### src/hdl/kwi_pkg.sv
package kwi_pkg;

    localparam int KWI_PINS = 8;
    localparam int KWI_POL_PINS = 4;

    localparam logic [7:0] KWI_OFS_STATUS_CONTROL = 8'h00;
    localparam logic [7:0] KWI_OFS_PIN_ENABLE     = 8'h04;
    localparam logic [7:0] KWI_OFS_EVT_STATUS     = 8'h08;
    localparam logic [7:0] KWI_OFS_EVT_CLEAR      = 8'h0c;
    localparam logic [7:0] KWI_OFS_EVT_ENABLE     = 8'h10;

    localparam int KWI_BIT_MODE    = 0;
    localparam int KWI_BIT_IRQ_EN  = 1;
    localparam int KWI_BIT_ACK     = 2;
    localparam int KWI_BIT_FLAG    = 3;
    localparam int KWI_BIT_POL_LSB = 4;
    localparam int KWI_BIT_POL_MSB = 7;

    localparam int KWI_EVT_W    = 2;
    localparam int KWI_EVT_EDGE = 0;
    localparam int KWI_EVT_WAKE = 1;

    localparam logic [7:0]  KWI_RST_PIN_ENABLE = 8'h00;
    localparam logic [3:0]  KWI_RST_POLARITY   = 4'h0;
    localparam logic [1:0]  KWI_RST_EVT        = 2'h0;
    localparam logic [7:0]  KWI_RST_SYNC       = 8'hff;
    localparam logic [3:0]  KWI_FIXED_POLARITY = 4'h0;
    localparam logic [23:0] KWI_PAD_BITS       = 24'h000000;

    localparam logic [1:0] KWI_RESP_OKAY   = 2'h0;
    localparam logic [1:0] KWI_RESP_SLVERR = 2'h2;

    typedef struct packed {
        logic [KWI_POL_PINS-1:0] pin_polarity_select;
        logic                    keypad_irq_enable;
        logic                    edge_level_mode;
    } kwi_ctrl_type;

endpackage

### src/hdl/kwi_detect.sv
`timescale 1ns/1ps
module kwi_detect (
    input  logic                      clk,
    input  logic                      rst_n,
    input  logic [kwi_pkg::KWI_PINS-1:0] sampled,
    input  logic [kwi_pkg::KWI_PINS-1:0] pin_enable,
    input  logic [kwi_pkg::KWI_PINS-1:0] polarity,
    input  logic                      edge_level_mode,
    input  logic                      stop_mode,
    output logic                      set_flag
);
    import kwi_pkg::*;

    logic [KWI_PINS-1:0] prev;
    logic [KWI_PINS-1:0] now_asserted;
    logic [KWI_PINS-1:0] was_asserted;
    logic [KWI_PINS-1:0] new_edge;
    logic                others_quiet;
    logic                edge_hit;
    logic                level_hit;

    ////////////////////////////////////////////////////////////////////////////
    // The previous sample, one bus cycle older than the current one.
    always_ff @(posedge clk) begin
        if (!rst_n) begin
            prev <= KWI_RST_SYNC;
        end else begin
            prev <= sampled;
        end
    end

    ////////////////////////////////////////////////////////////////////////////
    // Asserted level is high for rising polarity and low for falling.
    assign now_asserted = sampled ~^ polarity;
    assign was_asserted = prev ~^ polarity;
    assign new_edge     = pin_enable & now_asserted & ~was_asserted;
    assign others_quiet = ~|(pin_enable & was_asserted);
    assign edge_hit     = edge_level_mode ? (|new_edge & others_quiet)
                                          : |new_edge;
    assign level_hit    = edge_level_mode & |(pin_enable & now_asserted);
    assign set_flag     = ~stop_mode & (edge_hit | level_hit);

endmodule // kwi_detect

### src/hdl/kwi_sync.sv
`timescale 1ns/1ps
module kwi_sync #(
    parameter int                    WIDTH     = kwi_pkg::KWI_PINS,
    parameter logic [WIDTH-1:0]      RESET_VAL = kwi_pkg::KWI_RST_SYNC
) (
    input  logic             clk,
    input  logic             rst_n,
    input  logic [WIDTH-1:0] async_in,
    output logic [WIDTH-1:0] sync_out
);
    import kwi_pkg::*;

    ////////////////////////////////////////////////////////////////////////////
    // Two flops per bit; the first is read only by the second.
    genvar i;
    generate
        for (i = 0; i < WIDTH; i++) begin : g_bit
            logic stage1;
            logic stage2;
            always_ff @(posedge clk) begin
                if (!rst_n) begin
                    stage1 <= RESET_VAL[i];
                    stage2 <= RESET_VAL[i];
                end else begin
                    stage1 <= async_in[i];
                    stage2 <= stage1;
                end
            end
            assign sync_out[i] = stage2;
        end
    endgenerate

endmodule // kwi_sync

### src/hdl/kwi_top.sv
// Implementation choices: the AXI4-Lite interface to the registers and the register offsets.
`timescale 1ns/1ps
module kwi_top #(
    parameter int ADDR_W = 8
) (
    input  logic                         aclk,
    input  logic                         aresetn,
    input  logic [ADDR_W-1:0]            s_axi_awaddr,
    input  logic                         s_axi_awvalid,
    output logic                         s_axi_awready,
    input  logic [31:0]                  s_axi_wdata,
    input  logic [3:0]                   s_axi_wstrb,
    input  logic                         s_axi_wvalid,
    output logic                         s_axi_wready,
    output logic [1:0]                   s_axi_bresp,
    output logic                         s_axi_bvalid,
    input  logic                         s_axi_bready,
    input  logic [ADDR_W-1:0]            s_axi_araddr,
    input  logic                         s_axi_arvalid,
    output logic                         s_axi_arready,
    output logic [31:0]                  s_axi_rdata,
    output logic [1:0]                   s_axi_rresp,
    output logic                         s_axi_rvalid,
    input  logic                         s_axi_rready,
    input  logic [kwi_pkg::KWI_PINS-1:0] key_pins,
    input  logic                         stop_mode,
    output logic                         wake_request,
    output logic                         irq
);
    import kwi_pkg::*;

    ////////////////////////////////////////////////////////////////////////////
    // Register state.
    kwi_ctrl_type           ctrl;
    logic [KWI_PINS-1:0]    keypad_pin_enable;
    logic                   keypad_event_flag;
    logic [KWI_EVT_W-1:0]   evt_status;
    logic [KWI_EVT_W-1:0]   evt_enable;

    ////////////////////////////////////////////////////////////////////////////
    // Bus state.
    logic                   aw_held;
    logic [ADDR_W-1:0]      aw_addr_q;
    logic                   w_held;
    logic [31:0]            w_data_q;
    logic [3:0]             w_strb_q;
    logic                   bvalid;
    logic [1:0]             bresp;
    logic                   rvalid;
    logic [31:0]            rdata;
    logic [1:0]             rresp;

    ////////////////////////////////////////////////////////////////////////////
    // Detection path.
    logic [KWI_PINS-1:0]    key_sampled;
    logic [KWI_PINS-1:0]    full_polarity;
    logic [KWI_PINS-1:0]    raw_asserted;
    logic                   set_flag;
    logic                   next_flag;
    logic [KWI_EVT_W-1:0]   evt_set;
    logic [KWI_EVT_W-1:0]   next_evt_status;

    ////////////////////////////////////////////////////////////////////////////
    // Bus decode wires.
    logic                   aw_hs;
    logic                   w_hs;
    logic                   ar_hs;
    logic                   do_write;
    logic                   lane0;
    logic                   wr_sel_sc;
    logic                   wr_sel_pe;
    logic                   wr_sel_es;
    logic                   wr_sel_ec;
    logic                   wr_sel_ee;
    logic                   wr_hit;
    logic                   wr_sc;
    logic                   wr_pe;
    logic                   wr_ec;
    logic                   wr_ee;
    logic                   ack_pulse;
    logic [KWI_EVT_W-1:0]   evt_clear;
    logic                   rd_sel_sc;
    logic                   rd_sel_pe;
    logic                   rd_sel_es;
    logic                   rd_sel_ec;
    logic                   rd_sel_ee;
    logic                   rd_hit;
    logic [7:0]             sc_view;
    logic [31:0]            rd_word;

    ////////////////////////////////////////////////////////////////////////////
    // Key inputs are synchronised, then compared with their previous sample.
    kwi_sync #(
        .WIDTH     (KWI_PINS),
        .RESET_VAL (KWI_RST_SYNC)
    ) u_sync (
        .clk      (aclk),
        .rst_n    (aresetn),
        .async_in (key_pins),
        .sync_out (key_sampled)
    );

    assign full_polarity = {ctrl.pin_polarity_select, KWI_FIXED_POLARITY};

    kwi_detect u_detect (
        .clk             (aclk),
        .rst_n           (aresetn),
        .sampled         (key_sampled),
        .pin_enable      (keypad_pin_enable),
        .polarity        (full_polarity),
        .edge_level_mode (ctrl.edge_level_mode),
        .stop_mode       (stop_mode),
        .set_flag        (set_flag)
    );

    ////////////////////////////////////////////////////////////////////////////
    // Stop mode: enabled pins wake the device by level, with no clock involved.
    assign raw_asserted = key_pins ~^ full_polarity;
    assign wake_request = stop_mode & |(keypad_pin_enable & raw_asserted);

    ////////////////////////////////////////////////////////////////////////////
    // Handshakes and write decode.
    assign s_axi_awready = ~aw_held;
    assign s_axi_wready  = ~w_held;
    assign s_axi_arready = ~rvalid;
    assign aw_hs         = s_axi_awvalid & ~aw_held;
    assign w_hs          = s_axi_wvalid & ~w_held;
    assign ar_hs         = s_axi_arvalid & ~rvalid;
    assign do_write      = aw_held & w_held & ~bvalid;
    assign lane0         = w_strb_q[0];

    assign wr_sel_sc = (aw_addr_q == ADDR_W'(KWI_OFS_STATUS_CONTROL));
    assign wr_sel_pe = (aw_addr_q == ADDR_W'(KWI_OFS_PIN_ENABLE));
    assign wr_sel_es = (aw_addr_q == ADDR_W'(KWI_OFS_EVT_STATUS));
    assign wr_sel_ec = (aw_addr_q == ADDR_W'(KWI_OFS_EVT_CLEAR));
    assign wr_sel_ee = (aw_addr_q == ADDR_W'(KWI_OFS_EVT_ENABLE));
    assign wr_hit    = wr_sel_sc | wr_sel_pe | wr_sel_es | wr_sel_ec | wr_sel_ee;

    assign wr_sc     = do_write & wr_sel_sc & lane0;
    assign wr_pe     = do_write & wr_sel_pe & lane0;
    assign wr_ec     = do_write & wr_sel_ec & lane0;
    assign wr_ee     = do_write & wr_sel_ee & lane0;
    assign ack_pulse = wr_sc & w_data_q[KWI_BIT_ACK];
    assign evt_clear = wr_ec ? w_data_q[KWI_EVT_W-1:0] : KWI_RST_EVT;

    ////////////////////////////////////////////////////////////////////////////
    // Flag and event status; a set in the clearing cycle wins.
    assign next_flag = set_flag | (keypad_event_flag & ~ack_pulse);
    assign evt_set[KWI_EVT_EDGE] = set_flag & ~keypad_event_flag;
    assign evt_set[KWI_EVT_WAKE] = wake_request;
    assign next_evt_status       = evt_set | (evt_status & ~evt_clear);

    assign irq = (ctrl.keypad_irq_enable & keypad_event_flag)
               | (|(evt_status & evt_enable));

    ////////////////////////////////////////////////////////////////////////////
    // Read decode; acknowledge reads 0 and the flag reflects the live state.
    assign sc_view = {ctrl.pin_polarity_select, keypad_event_flag, 1'b0,
                      ctrl.keypad_irq_enable, ctrl.edge_level_mode};

    assign rd_sel_sc = (s_axi_araddr == ADDR_W'(KWI_OFS_STATUS_CONTROL));
    assign rd_sel_pe = (s_axi_araddr == ADDR_W'(KWI_OFS_PIN_ENABLE));
    assign rd_sel_es = (s_axi_araddr == ADDR_W'(KWI_OFS_EVT_STATUS));
    assign rd_sel_ec = (s_axi_araddr == ADDR_W'(KWI_OFS_EVT_CLEAR));
    assign rd_sel_ee = (s_axi_araddr == ADDR_W'(KWI_OFS_EVT_ENABLE));
    assign rd_hit    = rd_sel_sc | rd_sel_pe | rd_sel_es | rd_sel_ec | rd_sel_ee;

    assign rd_word = rd_sel_sc ? {KWI_PAD_BITS, sc_view} :
                     rd_sel_pe ? {KWI_PAD_BITS, keypad_pin_enable} :
                     rd_sel_es ? {30'h0, evt_status} :
                     rd_sel_ee ? {30'h0, evt_enable} :
                                 32'h00000000;

    ////////////////////////////////////////////////////////////////////////////
    // Write address and data are held until both are present.
    always_ff @(posedge aclk) begin
        if (!aresetn) begin
            aw_held   <= 1'b0;
            aw_addr_q <= '0;
        end else if (aw_hs) begin
            aw_held   <= 1'b1;
            aw_addr_q <= s_axi_awaddr;
        end else if (do_write) begin
            aw_held   <= 1'b0;
        end
    end

    always_ff @(posedge aclk) begin
        if (!aresetn) begin
            w_held   <= 1'b0;
            w_data_q <= 32'h00000000;
            w_strb_q <= 4'h0;
        end else if (w_hs) begin
            w_held   <= 1'b1;
            w_data_q <= s_axi_wdata;
            w_strb_q <= s_axi_wstrb;
        end else if (do_write) begin
            w_held   <= 1'b0;
        end
    end

    ////////////////////////////////////////////////////////////////////////////
    // Write response.
    always_ff @(posedge aclk) begin
        if (!aresetn) begin
            bvalid <= 1'b0;
            bresp  <= KWI_RESP_OKAY;
        end else if (do_write) begin
            bvalid <= 1'b1;
            bresp  <= wr_hit ? KWI_RESP_OKAY : KWI_RESP_SLVERR;
        end else if (s_axi_bready) begin
            bvalid <= 1'b0;
        end
    end

    assign s_axi_bvalid = bvalid;
    assign s_axi_bresp  = bresp;

    ////////////////////////////////////////////////////////////////////////////
    // Read response, registered one cycle after the address is taken.
    always_ff @(posedge aclk) begin
        if (!aresetn) begin
            rvalid <= 1'b0;
            rdata  <= 32'h00000000;
            rresp  <= KWI_RESP_OKAY;
        end else if (ar_hs) begin
            rvalid <= 1'b1;
            rdata  <= rd_word;
            rresp  <= rd_hit ? KWI_RESP_OKAY : KWI_RESP_SLVERR;
        end else if (s_axi_rready) begin
            rvalid <= 1'b0;
        end
    end

    assign s_axi_rvalid = rvalid;
    assign s_axi_rdata  = rdata;
    assign s_axi_rresp  = rresp;

    ////////////////////////////////////////////////////////////////////////////
    // Control registers; the flag bit is never written by software.
    always_ff @(posedge aclk) begin
        if (!aresetn) begin
            ctrl.pin_polarity_select <= KWI_RST_POLARITY;
            ctrl.keypad_irq_enable   <= 1'b0;
            ctrl.edge_level_mode     <= 1'b0;
        end else if (wr_sc) begin
            ctrl.pin_polarity_select <= w_data_q[KWI_BIT_POL_MSB:KWI_BIT_POL_LSB];
            ctrl.keypad_irq_enable   <= w_data_q[KWI_BIT_IRQ_EN];
            ctrl.edge_level_mode     <= w_data_q[KWI_BIT_MODE];
        end
    end

    always_ff @(posedge aclk) begin
        if (!aresetn) begin
            keypad_pin_enable <= KWI_RST_PIN_ENABLE;
        end else if (wr_pe) begin
            keypad_pin_enable <= w_data_q[KWI_PINS-1:0];
        end
    end

    always_ff @(posedge aclk) begin
        if (!aresetn) begin
            evt_enable <= KWI_RST_EVT;
        end else if (wr_ee) begin
            evt_enable <= w_data_q[KWI_EVT_W-1:0];
        end
    end

    ////////////////////////////////////////////////////////////////////////////
    // Flag and sticky event bits.
    always_ff @(posedge aclk) begin
        if (!aresetn) begin
            keypad_event_flag <= 1'b0;
            evt_status        <= KWI_RST_EVT;
        end else begin
            keypad_event_flag <= next_flag;
            evt_status        <= next_evt_status;
        end
    end

endmodule // kwi_top

### config.mk
export PLATFORM = sky130hd
export DESIGN_NAME = kwi_top
export DESIGN_NICKNAME = d
export VERILOG_FILES = /design/src/hdl/kwi_pkg.sv /design/src/hdl/kwi_detect.sv /design/src/hdl/kwi_sync.sv /design/src/hdl/kwi_top.sv
export SDC_FILE = /design/constraint.sdc
export NUM_CORES = 1
export LEC_CHECK = 0
export BUFFER_PORTS_ARGS = -buffer_cell sky130_fd_sc_hd__buf_2
export CAP_MARGIN = 20
export CELL_PAD_IN_SITES_DETAIL_PLACEMENT = 2
export CELL_PAD_IN_SITES_GLOBAL_PLACEMENT = 2
export CORE_UTILIZATION = 32
export CTS_CLUSTER_DIAMETER = 50
export DETAILED_ROUTE_END_ITERATION = 16
export HOLD_SLACK_MARGIN = 0.05
export PLACE_DENSITY = 0.92
export SKIP_LAST_GASP = 1
export SLEW_MARGIN = 20
export SYNTH_ARGS = -nofsm -noshare
export SYNTH_HDL_FRONTEND = slang
export SYNTH_SLANG_ARGS = --single-unit
### constraint.sdc
create_clock -name aclk -period 2.7 [get_ports aclk]
set_input_delay 0.405 -clock aclk [delete_from_list [all_inputs] [get_ports aclk]]
set_output_delay 0.405 -clock aclk [all_outputs]
set_load 0.01 [all_outputs]
==> results.md, run 1 <==
- Die X: 104 um
- Vias/cell: 5.00
- Clock Pin Slew Worst Setup and Hold Paths: 0.09 ns
- Yosys warnings: 0
- TritonCTS clock tree: yes
- Post-synth top area share: 0.442
- Post-synth EDFFs: 0
- Post-CTS Resized: 0
- Fin crit share: 0.908
- Synth unique cells: 45
- Compound-Gate Fraction of Synth Area: 0.115
- Starting density of the core: 0.336
- Final Skew: between 0.01 and 0.015 ns
- GR Util All Layers: 0.206
- Die span in y: 104 um
- WHS Path Cells: 2
- Global-route wire length before repair: 17.0 mm
- Worst relative slew slack: 0.346
- Max-slew violation count: 0
- CTS sink cnt: 74
- Initial antenna violation count: 0
- Commonest non-fill, non-tap cell in the layout: dfxtp_1
- # rows: 36
- Fraction of registers with async set/reset: 0
- Core area: roughly 0.010 mm2
- Synth Area in Simple Gates: 0.241
- Nets: 470
- Routed WL: about 11 mm
- Number of hold buffers added after cts: 0
- Largest area contributor in the netlist: dfxtp_1
- Clk_lat worst skew: between 0.3 and 0.4 ns
- Final setup vio count: 0
- Vias in the first global route: 3069
- HPWL Detailed: approximately 7.0 mm
- R2R cell count: 5
- LEAKAGE: around 0.0015 uW
- Main combinational cell family by area after synthesis: simple AND/OR/NAND/NOR gates
- Top post-synthesis cells by area: dfxtp_1 44%, mux2i_1 7.5%, nor2b_1 7.3%
- Most frequent cells in the layout: 74 x dfxtp_1, 57 x buf_2, 39 x nor2b_1, 32 x nand2b_1, 26 x conb_1
- Via Count: 2696
- RSZ-0062 raised after global routing: false
- Root buffer cell: clkbuf_8
- FF+latch count, synth: between 70 and 80
- Largest net degree at the start of global routing: 33
- WL/cell: 19.7 um
- Final min period: 2.45 ns
- Register area share after synthesis: 0.442
- Min Hold Slack: roughly 0.26 ns
- N_diodes: 0
- Post-CTS Setup Inserts: 0
- Final core utilization: 0.390
- Arrival time at the worst endpoint: 2.68 ns
- Placed Area: approximately 0.0036 mm2
- Post-Syn Instances: about 350
- 1st-iter DRT viols: between 100 and 150
- Share of cells above drive strength 1: 0.197
- Max Fclk: 408 MHz
- MaxCap Viol Count: 0
- CP Launch Type: flip-flop
- Mapped cell area: 0.00335 mm2
- Worst min-delay path class: primary input to flip-flop
- Hold Vio Cnt, Final: 0
- Cts bufs inserted: 9
- DRC errors left: 0
- Total gr overflow: 0
- CP Capture Type: flip-flop
- Clock Path Buffers: 2
- Worst slew pin tran: ~1 ns
- CTS H-tree lvls: 3
- Setup TNS: 0 ns
- Post-route cell area: 0.00388 mm2
- Overall Power: 2480 uW
- Worst Path Max Fanout: 6
- Die area: 0.0109 mm2
- Status: finished, final reports clean
- Routed Antenna Nets: 0
- P&R area growth vs syn: 16.0%
- Required @ worst endpoint: 2.92 ns
- Pre-Repair DR Iteration Count: 5
- Area share of fa/ha/maj cells after synthesis: 0
- Reg-to-reg slack, setup: 0.25 ns
- Post-Synth XOR/XNOR Area: 0.0288
- Top FF cell, synth: dfxtp_1
- IO Port Bufs: 57
- Peak VDD IR: 0.000304 V
- Multiplexer area fraction after synthesis: 0.0747
- Power Density: 637 mW/mm2
- Synthesized area per cell: 9.59 um2
- Routability cong.: between 0.7 and 0.8
- Crit path kind: flip-flop to flip-flop
- I/O pin cnt: 111
state kept, by name, summed over array words and instances, names as in the netlist, 2 cells and up:
signal and flops:
evt_enable 2, ctrl 6, s_axi_rdata 8, u_sync.g_bit.stage2 8, u_detect.prev 8, keypad_pin_enable 8
evt_status 2, w_data_q 8, u_sync.g_bit.stage1 8, aw_addr_q 8
logic make-up (layout without fill, tap and decap cells):
logic type | count (synthesis) | count (layout)
and+or+nand+nor | 133 | 133
other | 1 | 26
DFF | 74 | 74
AOI/OAI and AO/OA | 50 | 50
buffers and inverters | 55 | 87
muxes | 25 | 25
xor gates and xnor gates | 11 | 11
Yosys cell counts, types with 8 or more instances:
master     n
clkbuf_1  11
nand2b_1  32
nor2b_1   39
inv_1     13
nand2_1   24
dfxtp_1   74
nand3_1    8
a222oi_1   9
mux2i_1   25
nor2_1     8
a21boi_0  11
buf_4     26
xnor2_1   11
routing by layer:
metal	up-vias	part of all wire	global-route usage
li1	1252	-	-
met4	0	0.035	0.107
met1	1321	0.39	0.227
met3	29	0.047	0.0414
met2	94	0.53	0.372
met5	-	0	0
critical path: stages (launching register included):
cell     delay (ns)
dfxtp_1        0.34
or4_4          0.58
nor4_4         0.39
and3b_1        0.53
mux2i_1        0.36
nor2b_1        0.11
through the flow:
| step | instances | setup WS, ns |
|---|---|---|
| 2_1_floorplan | 374 | 0.878 |
| 3_3_place_gp | 524 | 0.537 |
| 3_5_place_dp | 524 | 0.346 |
| 4_1_cts | 539 | 0.259 |
| 5_1_grt | 539 | 0.139 |
| 6_report | 539 | 0.247 |
power breakdown:
part           internal [uW]  switching (uW)  total, uW
clock network            699             429       1130
logic                   78.7             112        190
registers               1130            30.6       1160
total                   1910             571       2480
path summary, 6_finish.rpt:
| check | start | endpoint |
|---|---|---|
| setup / recovery | aw_addr_q[1]$_SDFFE_PN0P_ | ctrl[5]$_SDFFE_PN0N_ |
| hold / removal | key_pins[3] | u_sync.g_bit[3].stage1$_SDFF_PN1_ |
| setup reg to reg | aw_addr_q[1]$_SDFFE_PN0P_ | ctrl[5]$_SDFFE_PN0N_ |
| hold reg to reg | u_sync.g_bit[7].stage1$_SDFF_PN1_ | u_sync.g_bit[7].stage2$_SDFF_PN1_ |
cell type report:
type                       count  area, um2
tap                          133        166
clock buffer                   9        124
sequential                    74       1480
fill                        1095       6070
multi-input combinational    245       1630
timing repair buffer          59        300
inverter                      13       48.8
clock inverter                 6        130
No activity file was read; power rests on OpenSTA's default activity.
==> run 2: changes to the inputs <==
ABC_AREA = 1   (was unset)
CORE_ASPECT_RATIO = 1.75   (was unset)
CORE_UTILIZATION = 29   (was 32)
PLACE_DENSITY = 0.9   (was 0.92)
==> run 2 against run 1 <==
Net effect: clock power about the same; wire length increased by 1.7%; synthesized cell count increased by 29%; count of clock-buffer cells in the layout increased by 4; non-clock buffer count decreased by 1; critical endpoint is now wake_request; via count increased by 15%; die area increased by 11%; total power increased by 2.0%; clock skew decreased by 0.0062 ns; core utilization decreased by 4.0 points; largest power group unchanged; critical path depth increased by 3.
==> results.md, run 2 <==
- Status: finished, final reports clean
- Top post-synthesis cells by area: dfxtp_1 44%, nand2_1 9.1%, inv_1 7.3%
- RSZ-0062 raised after global routing: false
- CP Launch Type: flip-flop
- Setup TNS: 0 ns (unchanged)
- Mapped cell area: 0.00337 mm2 (+0.67%)
- Number of hold buffers added after cts: 0 (unchanged)
- Peak VDD IR: 0.000469 V (+54%)
- Slowest CP cell: dfxtp_1
- Largest net degree at the start of global routing: 53 (+61%)
- Pre-CTS setup slack: 0.821 ns (+0.475 ns)
- Reg-to-reg slack, setup: 0.97 ns (+0.72 ns)
- Die area: 0.0121 mm2 (+11%)
- Post-CTS Setup Inserts: 0 (unchanged)
- P&R area growth vs syn: 16.7%
- Count leader, synth: nand2_1
- Fraction of registers with async set/reset: 0 (unchanged)
- Final min period: 2.17 ns (-0.281 ns)
- MaxCap Viol Count: 0 (unchanged)
- DRC errors left: 0 (unchanged)
- WHS Path Cells: 3 (+1)
- Cts bufs inserted: 9 (unchanged)
- Placed Area: 0.00366 mm2 (+0.86%)
- Top FF cell, synth: dfxtp_1
- HPWL Detailed: 8.21 mm (+18%)
- Root buffer cell: clkbuf_16
- Die X: 83.5 um (-20%)
- Largest stage delay on the critical path: 0.41 ns (-0.17 ns)
- Largest area contributor in the netlist: dfxtp_1
- 1st-iter DRT viols: 113 (+4.6%)
- Worst min-delay path class: primary input to flip-flop
- Synth unique cells: 34 (-24%)
- # rows: 51 (+42%)
- Power Density: 642 mW/mm2 (+0.72%)
- GR Util All Layers: 0.188 (-0.0181)
- Post-CTS Resized: 0 (unchanged)
- Crit path kind: flip-flop to primary output
- CP Capture Type: primary output
- Clock Pin Slew Worst Setup and Hold Paths: 0.06 ns (-0.03 ns)
- Hold Vio Cnt, Final: 0 (unchanged)
- N_diodes: 0 (unchanged)
- Core area: 0.0112 mm2 (+13%)
- Clock Path Buffers: 2 (unchanged)
- Vias/cell: 4.82 (-3.6%)
- Post-Syn Instances: 451 (+29%)
- Worst slew pin tran: 0.757 ns (-0.222 ns)
- IO Port Bufs: 57 (unchanged)
- CTS sink cnt: 74 (unchanged)
- Most frequent cells in the layout: 82 x nand2_1, 74 x dfxtp_1, 66 x inv_1, 57 x buf_2, 41 x a21oi_1
- Commonest non-fill, non-tap cell in the layout: nand2_1
- Routability cong.: 0.784 (+2.1%)
- Synthesized area per cell: 7.47 um2 (-22%)
- Die span in y: 145 um (+39%)
- Clk_lat worst skew: 0.34 ns (-0.02 ns)
- Pre-Repair DR Iteration Count: 4 (-1)
- Via Count: 3097 (+15%)
- FILL cells: 1349 (+23%)
- TritonCTS clock tree: yes
- Total gr overflow: 0 (unchanged)
- Final Skew: 0.00726 ns (-0.00619 ns)
- WL/cell: 16.8 um (-15%)
- Starting density of the core: 0.300 (-0.0362)
- Share of cells above drive strength 1: 0.210 (+0.0128)
- Max-slew violation count: 0 (unchanged)
- Worst relative slew slack: 0.495 (+0.149)
- Vias in the first global route: 3494 (+14%)
- R2R cell count: 7 (+2)
- Post-route cell area: 0.00394 mm2 (+1.3%)
- Post-synth top area share: 0.439 (-0.00296)
- Worst Path Max Fanout: 5 (-1)
- FF+latch count, synth: 74 (unchanged)
- Top cells by count, synth: 82 x nand2_1, 74 x dfxtp_1, 66 x inv_1
- Post-synth EDFFs: 0 (unchanged)
- Required @ worst endpoint: 2.30 ns (-0.62 ns)
- CTS H-tree lvls: 3 (unchanged)
- Arrival time at the worst endpoint: 1.77 ns (-0.91 ns)
- LEAKAGE: 0.00195 uW (+26%)
- Fin crit share: 0.804 (-0.104)
- Global-route wire length before repair: 17.4 mm (+2.4%)
- I/O pin cnt: 111 (unchanged)
- Crit-path cells: inv_2 -> o21ai_0 -> nand2_1 -> inv_1 -> nand4_1 -> nand2_1 -> inv_1 -> buf_2
- Yosys warnings: 0 (unchanged)
- Final worst slack: 0.528 ns (+0.281 ns)
- Routed WL: 10.8 mm (+1.7%)
- Register area share after synthesis: 0.439 (-0.00296)
- Initial antenna violation count: 0 (unchanged)
- Final setup vio count: 0 (unchanged)
- Nets: 574 (+22%)
- Max Fclk: 461 MHz (+13%)
- Routed Antenna Nets: 0 (unchanged)
[run 2: cell count changes in the layout (fill, tap and decap cells not counted), sizes merged, moves of 25 or more]
| cell | previous run | this run |
|---|---|---|
| a21oi | 2 | 46 |
| inv | 13 | 74 |
| mux2i | 25 | 0 |
| nand2 | 24 | 83 |
| nand2b | 32 | 0 |
| nor2 | 8 | 34 |
| nor2b | 39 | 1 |
| o21ai | 7 | 41 |
[run 2: area by class of cell]
type / count / area, um2 / share of cell area
Tap cell: 132 / 165 / 0.0420
Timing Repair Buffer: 58 / 293 / 0.0744
Multi-Input combinational cell: 288 / 1440 / 0.366
Inverter: 75 / 282 / 0.0715
Clock inverter: 2 / 12.5 / 0.00318
Sequential cell: 74 / 1480 / 0.376
Clock buffer: 13 / 260 / 0.0661
[run 2: path summary, 6_finish.rpt]
kind                                                         from                                end
worst max-delay path                         ctrl[2]$_SDFFE_PN0N_                       wake_request
worst min-delay path                                  key_pins[1]  u_sync.g_bit[1].stage1$_SDFF_PN1_
worst max register to register          aw_addr_q[2]$_SDFFE_PN0P_               ctrl[5]$_SDFFE_PN0N_
worst min register to register  u_sync.g_bit[0].stage1$_SDFF_PN1_  u_sync.g_bit[0].stage2$_SDFF_PN1_
[run 2: critical path: cells and delay by family (launching register included)]
kind | cells | cell delay (ns)
buf+inv | 4 | 0.35
simple gates | 3 | 0.34
compound gates | 1 | 0.33
flops | 1 | 0.41
[run 2: per-layer routing]
metal	up-vias	track usage	wire length (um)
met1	1493	0.181	3910
li1	1501	-	-
met5	-	0	0
met2	80	0.377	6190
met4	0	0.0901	318
met3	23	0.0371	381
[run 2: report_power, final]
group          switching [uW]  total [uW]  internal, uW
clock                     461        1130           666
combinational             157         232          74.9
sequential               26.3        1170          1140
total                     645        2530          1880
[run 2: cell families (layout without fill, tap and decap cells)]
family,Yosys count,count (layout),synth area share
AO/OA/AOI/OAI,100,100,0.168
buffers and inverters,114,148,0.161
flip-flops,74,74,0.439
other,1,26,0.00111
AND/OR/NAND/NOR,162,162,0.231
[run 2: metrics by stage]
step	utilization	power [uW]	hold WS [ns]	std cells
2_1_floorplan	-	1360	0.393	476
3_3_place_gp	0.326	1400	0.399	627
3_5_place_dp	0.326	1420	0.405	627
4_1_cts	0.350	2550	0.260	642
5_1_grt	0.350	2630	0.276	642
6_report	0.350	2530	0.269	642
==> run 3: changes to the inputs <==
CORE_UTILIZATION = 27   (was 29)
PLACE_DENSITY = 0.85   (was 0.9)
clock period = 2 ns   (was 2.7 ns; I/O delays follow)
==> run 3 against run 2 <==
Net effect: die area is 7.3% higher; largest power group unchanged; core utilization is 1.9 points lower; via count is 0.36% higher; sequential cell count stayed put; highest routed layer unchanged; sequential share of layout area is 0.51 points lower; worst setup slack worse by 0.39 ns; design area is 1.7% higher; first-iteration DRC count is 28% lower; register-to-register slack worse by 0.64 ns; clock skew is 0.0024 ns lower.
==> results.md, run 3 (synthesized netlist as in run 2, its figures left out) <==
- Core area: 0.0121 mm2 (+7.5%)
- Via Count: 3108 (+0.36%)
- Crit-path cells: inv_2 -> o21ai_0 -> nand4_1 -> nand2_2 -> inv_1 -> buf_2
- GR Util All Layers: 0.174 (-0.0143)
- WP buf/inv: 3 (-1)
- Most frequent cells in the layout: 81 x nand2_1, 70 x dfxtp_1, 64 x inv_1, 57 x buf_2, 41 x a21oi_1
- Pre-Repair DR Iteration Count: 4 (unchanged)
- Final min period: 1.86 ns
- Hold Vio Cnt, Final: 0 (unchanged)
- WL/cell: 15.4 um (-8.7%)
- Max-slew violation count: 0 (unchanged)
- CP Launch Type: flip-flop
- Cts bufs inserted: 9 (unchanged)
- MaxCap Viol Count: 0 (unchanged)
- IO Port Bufs: 57 (unchanged)
- RSZ-0062 raised after global routing: false
- Number of hold buffers added after cts: 0 (unchanged)
- Final setup vio count: 0 (unchanged)
- Die span in y: 150 um (+3.6%)
- Worst Path Max Fanout: 6 (+1)
- Required @ worst endpoint: 1.70 ns (-0.60 ns)
- Worst slew pin tran: 0.620 ns (-0.137 ns)
- R2R cell count: 7 (unchanged)
- DRC errors left: 0 (unchanged)
- Die X: 86.5 um (+3.6%)
- 1st-iter DRT viols: 81 (-28%)
- Clk_lat worst skew: 0.33 ns (about the same)
- Crit path kind: flip-flop to primary output
- Vias/cell: 4.59 (-4.8%)
- LEAKAGE: 0.00197 uW (+1.1%)
- Max Fclk: 537 MHz
- # rows: 53 (+3.9%)
- Worst relative slew slack: 0.586 (+0.0914)
- N_diodes: 0 (unchanged)
- CTS sink cnt: 74 (unchanged)
- Starting density of the core: 0.279 (-0.0208)
- Arrival time at the worst endpoint: 1.56 ns (-0.21 ns)
- TritonCTS clock tree: yes
- Largest net degree at the start of global routing: 53 (unchanged)
- CTS H-tree lvls: 3 (unchanged)
- Reg2reg end: ctrl[3]$_SDFFE_PN0N_
- Largest stage delay on the critical path: 0.38 ns (-0.03 ns)
- Post-CTS Setup Inserts: 0 (unchanged)
- Initial antenna violation count: 0 (unchanged)
- WHS Path Cells: 3 (unchanged)
- Peak VDD IR: 0.000431 V (-8.0%)
- Power Density: 849 mW/mm2 (+32%)
- CP top delay family: flip-flops
- Root buffer cell: clkbuf_16
- Setup TNS: 0 ns (unchanged)
- I/O pin cnt: 111 (unchanged)
- Share of cells above drive strength 1: 0.230 (+0.0207)
- Commonest non-fill, non-tap cell in the layout: nand2_1
- Reg-to-reg slack, setup: 0.33 ns (-0.64 ns)
- Routability cong.: 0.788 (+0.59%)
- Die area: 0.0130 mm2 (+7.3%)
- Clock Pin Slew Worst Setup and Hold Paths: 0.06 ns (about the same)
- P&R area growth vs syn: 18.7%
- HPWL Detailed: 7.53 mm (-8.3%)
- Placed Area: 0.00372 mm2 (+1.5%)
- Nets: 576 (+0.35%)
- Total gr overflow: 0 (unchanged)
- Final Skew: 0.00481 ns (-0.00245 ns)
- Status: finished, final reports clean
- Routed WL: 10.4 mm (-3.7%)
- Clock Path Buffers: 2 (unchanged)
- Fin crit share: 0.931
- Routed Antenna Nets: 0 (unchanged)
- Critical Path End: wake_request
- Worst min-delay path class: primary input to flip-flop
- Global-route wire length before repair: 17.0 mm (-1.9%)
- Post-route cell area: 0.00400 mm2 (+1.7%)
- CP Depth: 6 (-2)
- Worst r2r src: aw_addr_q[2]$_SDFFE_PN0P_
- CP Capture Type: primary output
- CP Launch Point: ctrl[5]$_SDFFE_PN0N_
- Vias in the first global route: 3489 (-0.14%)
- Slowest CP cell: dfxtp_1
run 3: cell count changes in the layout (fill, tap and decap cells not counted), moves of 2 or more:
cell / before / now
dfxtp_1: 74 / 70
inv_2: 8 / 10
buf_4: 1 / 3
dfxtp_2: 0 / 4
inv_1: 66 / 64
clkinv_2: 1 / 3
run 3: stage by stage:
step	instances	power [uW]	hold slack [ns]	worst slack [ns]	util
after floorplan	476	1830	0.393	0.747	-
after global placement	662	1900	0.398	0.250	0.308
after detailed placement	662	1920	0.403	0.238	0.308
after CTS	677	3430	0.176	0.0184	0.331
after global routing	677	3530	0.183	0.0210	0.332
final	677	3400	0.179	0.138	0.332
run 3: worst min path at each step:
stage                                      start                                 to
5_1_grt                              key_pins[3]  u_sync.g_bit[3].stage1$_SDFF_PN1_
3_3_place_gp   u_sync.g_bit[5].stage1$_SDFF_PN1_  u_sync.g_bit[5].stage2$_SDFF_PN1_
2_1_floorplan  u_sync.g_bit[0].stage1$_SDFF_PN1_  u_sync.g_bit[0].stage2$_SDFF_PN1_
4_1_cts                              key_pins[3]  u_sync.g_bit[3].stage1$_SDFF_PN1_
3_5_place_dp   u_sync.g_bit[1].stage1$_SDFF_PN1_  u_sync.g_bit[1].stage2$_SDFF_PN1_
6_report                             key_pins[6]  u_sync.g_bit[6].stage1$_SDFF_PN1_
run 3: power breakdown:
part / total [uW] / switching [uW] / internal, uW
logic: 314 / 210 / 104
registers: 1580 / 36.5 / 1540
clock network: 1510 / 612 / 895
total: 3400 / 858 / 2540
run 3: per-layer routing:
metal | part of all wire | global-route usage
met5 | 0 | 0
met4 | 0.025 | 0.0708
met3 | 0.030 | 0.0331
met2 | 0.59 | 0.358
met1 | 0.35 | 0.159
run 3: repair_timing:
| item | 4_1_cts | 5_1_grt |
|---|---|---|
| endpoints found under the hold margin | 0 | 0 |
| endpoints found under the setup margin | 1 | 1 |
| resized for setup | 2 | 7 |
| pin swaps | 0 | 3 |
run 3: final cells by class:
class | instances | area (um2)
Clock buffer | 12 | 256
Tap cell | 165 | 206
Sequential cell | 74 | 1490
Fill cell | 1467 | 8070
Inverter | 75 | 282
Clock inverter | 3 | 15.0
Multi-Input combinational cell | 288 | 1450
Timing Repair Buffer | 60 | 308
run 3: tightest hold or removal path, stage by stage:
cell	delay (ns)
buf_2	0.08
inv_1	0.05
nand2_1	0.05
